<file path="src/logic/l1_fsm_pkg.sv">
/*
 * Package for the access link layer-1 interface state machine: states,
 * error indication codes, timer presets and the event and report carriers.
 * Assumes a single 125 MHz clock feeding every user of the package.
 */
package l1_fsm_pkg;

	// Clock rate and the 100 ms timer quantum
	localparam int CLK_HZ          = 125000000;
	localparam int TICK_MS         = 100;
	localparam int TICK_CYCLES     = CLK_HZ / 1000 * TICK_MS;
	// Presets are counts of 100 ms steps, 1 to 250 (100 ms to 25 s)
	localparam int STEP_MIN        = 1;
	localparam int STEP_MAX        = 250;
	localparam int STEP_W          = 8;
	// Default presets; operational shorter than non-operational on this side
	localparam logic [7:0] PRESET_OPER_DEF = 8'h0a;
	localparam logic [7:0] PRESET_FAIL_DEF = 8'h1e;

	typedef enum logic [3:0] {
		ST_NORMAL = 4'h1,
		ST_LOCAL  = 4'h2,
		ST_REMOTE = 4'h4,
		ST_INTERN = 4'h8
	} l1_state_t;

	// Error indication codes delivered to management
	typedef enum logic [3:0] {
		EI_NONE = 4'h0,
		EI_A    = 4'h1,
		EI_B    = 4'h2,
		EI_C    = 4'h3,
		EI_D    = 4'h4,
		EI_E    = 4'h5,
		EI_F    = 4'h6,
		EI_BR   = 4'h7,
		EI_DR   = 4'h8
	} ei_code_t;

	typedef enum logic [2:0] {
		TX_NORMAL = 3'h1,
		TX_RAI    = 3'h2,
		TX_AIS    = 3'h4
	} tx_mode_t;

	// One-cycle line event pulses from the framer
	typedef struct packed {
		logic normalFrames;
		logic lossSignal;
		logic lossFrame;
		logic rai;
		logic ais;
		logic intFail;
		logic intFailGone;
		logic crcErr;
		logic rxEbitZero;
	} line_events_t;

	// Primitives toward management
	typedef struct packed {
		logic     activate;
		logic     deactivate;
		logic     eiValid;
		ei_code_t eiCode;
		logic     eiRecovery;
	} mgmt_report_t;

endpackage

</file>
<file path="src/logic/persist_timer.sv">
/*
 * Persistence check timer counting whole 100 ms ticks.
 * Assumes tick is a one-cycle pulse every 100 ms from the parent divider.
 */
`timescale 1ns/10ps
`default_nettype none

module persist_timer #(
	parameter int STEP_W = 8
) (
	input  wire logic              ref_clk,
	input  wire logic              rstn,
	input  wire logic              tick,
	input  wire logic              start,
	input  wire logic              stop,
	input  wire logic [STEP_W-1:0] preset,
	output logic                   expired,
	output logic                   running
);

	logic [STEP_W-1:0] count_reg;

	// Count steps; a restart reloads, so an earlier run can never expire
	always_ff @(posedge ref_clk or negedge rstn)
	begin
		if (!rstn)
		begin
			count_reg <= '0;
			running   <= 1'b0;
			expired   <= 1'b0;
		end
		else
		begin
			expired <= 1'b0;
			if (start)
			begin
				count_reg <= preset;
				running   <= 1'b1;
			end
			else if (stop)
				running <= 1'b0;
			else if (running && tick)
			begin
				if (count_reg <= STEP_W'(1))
				begin
					running <= 1'b0;
					expired <= 1'b1;
				end
				else
					count_reg <= count_reg - STEP_W'(1);
			end
		end
	end

endmodule

`default_nettype wire

</file>
<file path="src/logic/access_l1_fsm.sv">
/*
 * Layer-1 interface state machine for a 2048 kbit/s access link end.
 * Classifies line events, runs the persistence check, reports primitives.
 * Assumes event inputs are synchronous one-cycle pulses from the framer
 * and that management takes one report per cycle without back-pressure.
 */
// Behaviour
// - Timer presets are whole 100 ms steps from 100 ms to 25 s.
// - Timing error stays within 50 ms up to 1 s and within 10 % above 1 s.
// - Send normal frames in normal and remote failure, RAI in local, AIS in internal.
// - Signal loss, frame loss or AIS reports and moves to local failure per state.
// - Internal failure reports and enters internal state; its end goes to remote failure.
// - Timer expiry reports operational in normal, non-operational in failures, nothing in internal.
// - Presets may differ per event type and are fixed at build time.
// - Operational presets are shorter and non-operational longer on the access side.
// - Every detected event is reported at once with an error indication; normal frames and state-masked events give none here, at most one per cycle.
// - In normal and remote failure, CRC errors clear the outgoing E bit and report.
// - Received zero E bits are reported in normal state.
// - Persistent block error ratio worse than 1e-3 is a non-operational condition; here it only sets errRatioBad, with no state change or report.
// - After stop, the machine runs on but error indications are withheld.
// - After proceed, the last indication is re-sent and later ones flow again.
`timescale 1ns/10ps
`default_nettype none

module access_l1_fsm #(
	// fixed presets, operational shorter than non-operational
	parameter logic [7:0] PRESET_OPER  = l1_fsm_pkg::PRESET_OPER_DEF,
	parameter logic [7:0] PRESET_FAIL  = l1_fsm_pkg::PRESET_FAIL_DEF,
	parameter int         TICK_CYCLES  = l1_fsm_pkg::TICK_CYCLES,
	parameter int         BLOCK_WINDOW = 1000
) (
	input  wire logic                     ref_clk,
	input  wire logic                     rstn,
	input  wire l1_fsm_pkg::line_events_t lineEv,
	input  wire logic                     rxBlock,
	input  wire logic                     mphStop,
	input  wire logic                     mphProceed,
	output l1_fsm_pkg::mgmt_report_t      report,
	output l1_fsm_pkg::tx_mode_t          txMode,
	output logic                          txEbit,
	output l1_fsm_pkg::l1_state_t         state,
	output logic                          errRatioBad
);

	localparam int TW = $clog2(TICK_CYCLES + 1);
	localparam int BW = $clog2(BLOCK_WINDOW + 1);

	l1_fsm_pkg::l1_state_t state_next;
	logic [TW-1:0]         tickCnt_reg;
	logic                  tick;
	logic                  tmrStart;
	logic [7:0]            tmrPreset;
	logic                  tmrExpired;
	logic                  tmrRunning;
	logic                  stopped_reg;
	l1_fsm_pkg::ei_code_t  lastCode_reg;
	logic                  lastRec_reg;
	logic                  evLoss;
	logic                  crcActive;
	logic [BW-1:0]         blkCnt_reg;
	logic [BW-1:0]         errCnt_reg;
	logic [4:0]            pendEi_reg;

	// divider restarts with the timer, so no step is ever cut short
	always_ff @(posedge ref_clk or negedge rstn)
	begin
		if (!rstn)
			tickCnt_reg <= '0;
		else if (tmrStart || tickCnt_reg == TW'(TICK_CYCLES - 1))
			tickCnt_reg <= '0;
		else
			tickCnt_reg <= tickCnt_reg + TW'(1);
	end
	assign tick = (tickCnt_reg == TW'(TICK_CYCLES - 1));

	assign evLoss = lineEv.lossSignal | lineEv.lossFrame | lineEv.ais;

	// Next state per event; internal failure has the highest priority
	always_comb
	begin
		state_next = state;
		tmrStart   = 1'b0;
		tmrPreset  = PRESET_FAIL;
		unique case (state)
			l1_fsm_pkg::ST_NORMAL:
			begin
				if (lineEv.intFail)
					state_next = l1_fsm_pkg::ST_INTERN;
				else if (evLoss)
				begin
					state_next = l1_fsm_pkg::ST_LOCAL;
					tmrStart   = 1'b1;
				end
				else if (lineEv.rai)
				begin
					state_next = l1_fsm_pkg::ST_REMOTE;
					tmrStart   = 1'b1;
				end
			end
			l1_fsm_pkg::ST_LOCAL:
			begin
				if (lineEv.intFail)
					state_next = l1_fsm_pkg::ST_INTERN;
				else if (lineEv.rai)
					state_next = l1_fsm_pkg::ST_REMOTE;
				else if (lineEv.normalFrames)
				begin
					state_next = l1_fsm_pkg::ST_NORMAL;
					tmrStart   = 1'b1;
					tmrPreset  = PRESET_OPER;
				end
			end
			l1_fsm_pkg::ST_REMOTE:
			begin
				if (lineEv.intFail)
					state_next = l1_fsm_pkg::ST_INTERN;
				else if (evLoss)
				begin
					state_next = l1_fsm_pkg::ST_LOCAL;
					tmrStart   = 1'b1;
				end
				else if (lineEv.normalFrames)
				begin
					state_next = l1_fsm_pkg::ST_NORMAL;
					tmrStart   = 1'b1;
					tmrPreset  = PRESET_OPER;
				end
			end
			l1_fsm_pkg::ST_INTERN:
			begin
				if (lineEv.intFailGone)
					state_next = l1_fsm_pkg::ST_REMOTE;
			end
			default:
				state_next = l1_fsm_pkg::ST_NORMAL;
		endcase
	end

	always_ff @(posedge ref_clk or negedge rstn)
	begin
		if (!rstn)
			state <= l1_fsm_pkg::ST_NORMAL;
		else
			state <= state_next;
	end

	// contrary event restarts; internal failure stops the check
	persist_timer #(
		.STEP_W (l1_fsm_pkg::STEP_W)
	) persist_timer_inst (
		.ref_clk (ref_clk),
		.rstn    (rstn),
		.tick    (tick),
		.start   (tmrStart),
		.stop    (state_next == l1_fsm_pkg::ST_INTERN),
		.preset  (tmrPreset),
		.expired (tmrExpired),
		.running (tmrRunning)
	);

	always_ff @(posedge ref_clk or negedge rstn)
	begin
		if (!rstn)
			txMode <= l1_fsm_pkg::TX_NORMAL;
		else if (state_next == l1_fsm_pkg::ST_LOCAL)
			txMode <= l1_fsm_pkg::TX_RAI;
		else if (state_next == l1_fsm_pkg::ST_INTERN)
			txMode <= l1_fsm_pkg::TX_AIS;
		else
			txMode <= l1_fsm_pkg::TX_NORMAL;
	end

	assign crcActive = (state == l1_fsm_pkg::ST_NORMAL) || (state == l1_fsm_pkg::ST_REMOTE);

	// outgoing E bit zero for an errored block
	always_ff @(posedge ref_clk or negedge rstn)
	begin
		if (!rstn)
			txEbit <= 1'b1;
		else
			txEbit <= !(crcActive && lineEv.crcErr);
	end

	// errored blocks per window; more than one per thousand is bad
	always_ff @(posedge ref_clk or negedge rstn)
	begin
		if (!rstn)
		begin
			blkCnt_reg  <= '0;
			errCnt_reg  <= '0;
			errRatioBad <= 1'b0;
		end
		else if (rxBlock)
		begin
			if (blkCnt_reg == BW'(BLOCK_WINDOW - 1))
			begin
				blkCnt_reg  <= '0;
				errCnt_reg  <= '0;
				errRatioBad <= (errCnt_reg + BW'(crcActive && lineEv.crcErr)) > BW'(1);
			end
			else
			begin
				blkCnt_reg <= blkCnt_reg + BW'(1);
				if (crcActive && lineEv.crcErr)
					errCnt_reg <= errCnt_reg + BW'(1);
			end
		end
	end

	always_ff @(posedge ref_clk or negedge rstn)
	begin
		if (!rstn)
			stopped_reg <= 1'b0;
		else if (mphProceed)
			stopped_reg <= 1'b0;
		else if (mphStop)
			stopped_reg <= 1'b1;
	end

	// indication per cycle, highest priority first; a held pair half comes last
	function automatic logic [4:0] pick_ei(input l1_fsm_pkg::l1_state_t st,
		input l1_fsm_pkg::line_events_t ev, input logic [4:0] pend);
		logic [4:0] r;
		r = pend;
		if (ev.intFail && st != l1_fsm_pkg::ST_INTERN)
			r = {1'b0, l1_fsm_pkg::EI_D};
		else if (ev.intFailGone && st == l1_fsm_pkg::ST_INTERN)
			r = {1'b1, l1_fsm_pkg::EI_D};
		else if (ev.lossSignal || ev.lossFrame)
			r = {1'b0, l1_fsm_pkg::EI_A};
		else if (ev.ais)
			r = {1'b0, l1_fsm_pkg::EI_C};
		else if (ev.rai && (st == l1_fsm_pkg::ST_NORMAL || st == l1_fsm_pkg::ST_LOCAL))
			r = (st == l1_fsm_pkg::ST_LOCAL) ? {1'b1, l1_fsm_pkg::EI_D}
				: {1'b0, l1_fsm_pkg::EI_B};
		else if (ev.crcErr && (st == l1_fsm_pkg::ST_NORMAL || st == l1_fsm_pkg::ST_REMOTE))
			r = {1'b0, l1_fsm_pkg::EI_E};
		else if (ev.rxEbitZero && st == l1_fsm_pkg::ST_NORMAL)
			r = {1'b0, l1_fsm_pkg::EI_F};
		return r;
	endfunction

	logic [4:0] pick;
	assign pick = pick_ei(state, lineEv, pendEi_reg);

	// immediate indication; replay last on proceed
	always_ff @(posedge ref_clk or negedge rstn)
	begin
		if (!rstn)
		begin
			report       <= '0;
			pendEi_reg   <= '0;
			lastCode_reg <= l1_fsm_pkg::EI_NONE;
			lastRec_reg  <= 1'b0;
		end
		else
		begin
			report.activate   <= tmrExpired && state == l1_fsm_pkg::ST_NORMAL;
			report.deactivate <= (tmrExpired && (state == l1_fsm_pkg::ST_LOCAL
				|| state == l1_fsm_pkg::ST_REMOTE))
				|| (lineEv.intFail && state != l1_fsm_pkg::ST_INTERN);
			report.eiValid    <= 1'b0;
			report.eiCode     <= l1_fsm_pkg::EI_NONE;
			report.eiRecovery <= 1'b0;
			// second half of a paired indication follows one cycle later
			pendEi_reg <= (state == l1_fsm_pkg::ST_LOCAL && lineEv.rai && !lineEv.intFail)
				? {1'b0, l1_fsm_pkg::EI_B}
				: (state == l1_fsm_pkg::ST_REMOTE && evLoss && !lineEv.intFail)
				? {1'b1, l1_fsm_pkg::EI_B} : {1'b0, l1_fsm_pkg::EI_NONE};
			if (pick[3:0] != l1_fsm_pkg::EI_NONE)
			begin
				lastCode_reg <= l1_fsm_pkg::ei_code_t'(pick[3:0]);
				lastRec_reg  <= pick[4];
			end
			if (pick[3:0] != l1_fsm_pkg::EI_NONE && (!stopped_reg || mphProceed))
			begin
				report.eiValid    <= 1'b1;
				report.eiCode     <= l1_fsm_pkg::ei_code_t'(pick[3:0]);
				report.eiRecovery <= pick[4];
			end
			else if (mphProceed && stopped_reg && lastCode_reg != l1_fsm_pkg::EI_NONE)
			begin
				report.eiValid    <= 1'b1;
				report.eiCode     <= lastCode_reg;
				report.eiRecovery <= lastRec_reg;
			end
		end
	end

	a_loss_to_local: assert property (@(posedge ref_clk) disable iff (!rstn)
		(state == l1_fsm_pkg::ST_NORMAL && !lineEv.intFail && evLoss)
		|=> state == l1_fsm_pkg::ST_LOCAL && txMode == l1_fsm_pkg::TX_RAI)
		else $error("loss event did not enter local failure");
	a_rai_to_remote: assert property (@(posedge ref_clk) disable iff (!rstn)
		(state == l1_fsm_pkg::ST_LOCAL && !lineEv.intFail && lineEv.rai)
		|=> state == l1_fsm_pkg::ST_REMOTE)
		else $error("RAI did not enter remote failure");
	a_intern_enter: assert property (@(posedge ref_clk) disable iff (!rstn)
		(state != l1_fsm_pkg::ST_INTERN && lineEv.intFail)
		|=> state == l1_fsm_pkg::ST_INTERN && report.deactivate)
		else $error("internal failure not handled");
	a_tx_ais: assert property (@(posedge ref_clk) disable iff (!rstn)
		state == l1_fsm_pkg::ST_INTERN |-> txMode == l1_fsm_pkg::TX_AIS)
		else $error("AIS not sent in internal failure");
	a_expiry_oper: assert property (@(posedge ref_clk) disable iff (!rstn)
		(tmrExpired && state == l1_fsm_pkg::ST_NORMAL) |=> report.activate)
		else $error("expiry in normal did not activate");
	a_crc_ebit: assert property (@(posedge ref_clk) disable iff (!rstn)
		(crcActive && lineEv.crcErr) |=> !txEbit)
		else $error("E bit not cleared on CRC error");
	a_stop_silent: assert property (@(posedge ref_clk) disable iff (!rstn)
		(stopped_reg && !mphProceed) |=> !report.eiValid)
		else $error("indication sent while stopped");
	a_ebit_report: assert property (@(posedge ref_clk) disable iff (!rstn)
		(state == l1_fsm_pkg::ST_NORMAL && lineEv.rxEbitZero && !stopped_reg
		&& pick[3:0] == l1_fsm_pkg::EI_F) |=> report.eiValid
		&& report.eiCode == l1_fsm_pkg::EI_F)
		else $error("received E bit zero not reported");
	a_proceed_replay: assert property (@(posedge ref_clk) disable iff (!rstn)
		(mphProceed && stopped_reg && lastCode_reg != l1_fsm_pkg::EI_NONE)
		|=> report.eiValid)
		else $error("proceed did not replay indication");
	a_recover_start: assert property (@(posedge ref_clk) disable iff (!rstn)
		(state == l1_fsm_pkg::ST_REMOTE && lineEv.normalFrames && !evLoss && !lineEv.intFail)
		|=> state == l1_fsm_pkg::ST_NORMAL && tmrRunning)
		else $error("recovery did not start timer");

	c_local: cover property (@(posedge ref_clk) state == l1_fsm_pkg::ST_LOCAL);
	c_activate: cover property (@(posedge ref_clk) report.activate);
	c_replay: cover property (@(posedge ref_clk) mphProceed && stopped_reg);
	c_bad_ratio: cover property (@(posedge ref_clk) errRatioBad);

endmodule

`default_nettype wire

</file>
<file path="config.mk">
export PLATFORM = sky130hd
export DESIGN_NAME = access_l1_fsm
export DESIGN_NICKNAME = d
export VERILOG_FILES = /design/src/logic/l1_fsm_pkg.sv /design/src/logic/persist_timer.sv /design/src/logic/access_l1_fsm.sv
export SDC_FILE = /design/constraint.sdc
export NUM_CORES = 1
export LEC_CHECK = 0
export ABC_AREA = 1
export BUFFER_PORTS_ARGS = -buffer_cell sky130_fd_sc_hd__buf_2
export CAP_MARGIN = 30
export CORE_AREA = 2 2 90 92
export CTS_CLUSTER_SIZE = 8
export DETAILED_ROUTE_END_ITERATION = 16
export DIE_AREA = 0 0 92 94
export PLACE_DENSITY = 0.84
export SYNTH_ARGS = -nofsm -noshare
export SYNTH_HDL_FRONTEND = slang
export SYNTH_HIERARCHICAL = 1
export SYNTH_SLANG_ARGS = --single-unit
</file>
<file path="constraint.sdc">
create_clock -name ref_clk -period 3.13 [get_ports ref_clk]
set_clock_uncertainty 0.1 [all_clocks]
set_input_delay 0.313 -clock ref_clk [delete_from_list [all_inputs] [get_ports ref_clk]]
set_output_delay 0.313 -clock ref_clk [all_outputs]
set_load 0.005 [all_outputs]
</file>
==> flow_summary.yaml <==
outcome:
  status: "finished, final reports clean"
final_layout:
  multi_input_area_um2: 2250
  regArea_um2: 1930
  num_antenna_cells: 0
  drive_above_1_share_pct: 15.9
  fillCellCount: 657
  largest_reg_flops: 24
  final_area_um2: 5020
  nets: 650
  syn2layout_area_growth_pct: 11.2
logic_synthesis:
  yosysSeqAreaShare_pct: 42.8
  ys_ff_latch: 77
  synth.distinct_cells: 39
  yosysWarnings: 6
  synthFlopType: "dfrtp_1"
  synthCells: 587
  syn-cell-area_um2: 4510
  postSynthAreaPerCell_um2: 7.69
  postSynth.asyncResetShare_pct: 100
  synth-edff-count: 0
route:
  antenna_left: 0
  finalWirelength_um: 9700
  drcViolationCount: 0
  wl_per_cell_um: 13.2
  via_per_inst: 5.36
  drtIter0Drc: 244
  vias: 3948
  dr.pass1.iters: 5
timing:
  hold_violations: 0
  finalSetupTns_ps: 0
  worst_pin_slew_ps: 580
  rsz0062_at_grt: "no"
  max_slew_margin_pct: 61.3
  fin_crit_ps: 2570
  period_share_pct: 82.1
  holdWs_ps: 25.6
  slew_viol_final: 0
  finalSetupViolCount: 0
  fmax_ghz: 0.389
floorplanning:
  io_pins: 31
  core_um2: 7610
  die_area_um2: 8650
  die_w_um: 92
  start_util_pct: 59.3
  die_y_um: 94
  core.rowCount: 32
clock_network:
  clkLatencyLatePin_ps: 360
  clock_path_buffers: 2
  cts_tree: "built"
  post_cts_buffers: 0
  cts_resized: 0
  cts_made_buffers: 9
  cts_max_level: 3
  cts.sinks: 77
  root_buffer: "clkbuf_8"
  clkSlewWorstSetupHoldPaths_ps: 80
global_routing:
  grt_pass1_vias: 3908
  antenna_found_initial: 0
  grtUsageTotal_pct: 24.0
  grt.overflow.total: 0
  met1_usage_pct: 30.5
  grt_pass1_wl_um: 16900
  grt_start_max_net_pins: 78
  grt_use_met2_pct: 41.4
  grt_use_met3_pct: 4.25
  busiest_layer: "met2"
critical_path:
  cp.arrival_ps: 2720
  worstPathMaxFanout: 7
  reg2reg_depth: 15
  end_kind: "flop"
  startpoint_type: "flop"
  critPathRequiredTime_ps: 3280
  worstSetupPathType: "flop to flop"
  rr_endpoint: "errRatioBad"
  r2r_slack_ps: 560
  cp-startpoint: "state[1]"
  crit-reg2reg-launch: "state[1]"
  crit_path_end: "errRatioBad"
placed_design:
  portBuffers: 29
  place_area_um2: 4760
  hpwl_um: 7070
  gp_congestion: 0.947
run:
  maxCapViolCount: 0
pwr:
  p_total_uw: 3690
  leakagePower_uw: 0.00239
  worst_ir_drop_vdd_mv: 0.434
  power_density_nw_per_um2: 736
hold_path:
  worstHoldPathType: "primary input to flop"
## worst max-delay path, cell delays in order, from the launching register on
cell and delay (ps):
dfrtp_1 440, nor2_1 230, nand2_2 150, nand2_4 110
nand2_4 80, inv_1 60, ha_1 200, ha_1 180
inv_1 70, nor2_1 230, inv_1 100, nand2_1 70
nand4_1 70, nor2_1 110, nand4_1 90, o21a_1 180
## Yosys cell counts (8+ instances only)
cell     instances  area [um2]
nand2_2         10        62.6
xor2_1          16         140
o21ai_0         29         145
nor2_2           8        50.1
dfrtp_1         74        1850
nor3_1          18        90.1
a21oi_1         16        80.1
inv_1           74         278
nand4_1         19         119
nand2_1        118         443
nor2_1          80         300
nand3_1         46         230
## final cells by class
| cell class | count | share of cell area, % |
|---|---|---|
| inverters | 81 | 6.06 |
| repair buffers | 32 | 3.84 |
| clock buffers | 10 | 2.54 |
| multi-input cells | 428 | 44.8 |
| well taps | 102 | 2.54 |
| flip-flops and latches | 77 | 38.5 |
| clock inverters | 6 | 1.75 |
## per-layer routing
layer | part of all wire (%) | vias up
li1 | - | 1973
met4 | 1.7 | 0
met5 | 0 | -
met1 | 45 | 1834
met2 | 49 | 123
met3 | 4.0 | 18
## report_power, final
group / total, uW / switching [uW] / internal [uW] / leakage, uW
Combinational: 1380 / 900 / 476 / 0.00129
Clock: 827 / 377 / 449 / 0.000110
Sequential: 1490 / 231 / 1260 / 0.000990
## worst min path at each step
stage,slack [ps],cells past startpoint,startpoint,to
after floorplan,-80,0,rstn,blkCnt_reg[0]
after global placement,380,1,tickCnt_reg[0],tickCnt_reg[0]
after detailed placement,390,1,tickCnt_reg[0],tickCnt_reg[0]
after CTS,20,2,mphProceed,stopped_reg
after global routing,30,2,mphProceed,stopped_reg
final,30,2,mphProceed,stopped_reg
## through the flow
step	setup WS, ps	std cells	util (%)
after CTS	583	734	65.5
after floorplan	833	592	-
after detailed placement	617	718	62.6
after global placement	731	718	62.6
after global routing	332	736	66.0
final	561	736	66.0
## cells by family after synthesis
family | share of synthesized area (%)
and+or+nand+nor | 34.7
AOI/OAI and AO/OA | 8.32
buffers and inverters | 7.85
adders and majority gates | 1.94
DFF | 42.8
other | 0.166
xor gates and xnor gates | 4.27
## cell usage in the layout (no fill, tap or decap), types with 9 or more instances in the layout
| cell type | synthesis | final |
|---|---|---|
| nor2_1 | 80 | 80 |
| a21oi_1 | 16 | 16 |
| dfrtp_1 | 74 | 74 |
| clkbuf_8 | 0 | 9 |
| nor3_1 | 18 | 18 |
| nand2_2 | 10 | 10 |
| buf_2 | 1 | 28 |
| o21ai_0 | 29 | 29 |
| inv_1 | 74 | 74 |
| nand4_1 | 19 | 19 |
| nand2_1 | 118 | 118 |
| xor2_1 | 16 | 16 |
| nand3_1 | 46 | 46 |
## what timing repair did
action | in CTS | in global routing
setup endpoints to repair | 0 | 0
hold buffers | 0 | 1
endpoints found under the hold margin | 0 | 24
Power figures use the tool's default switching activity.
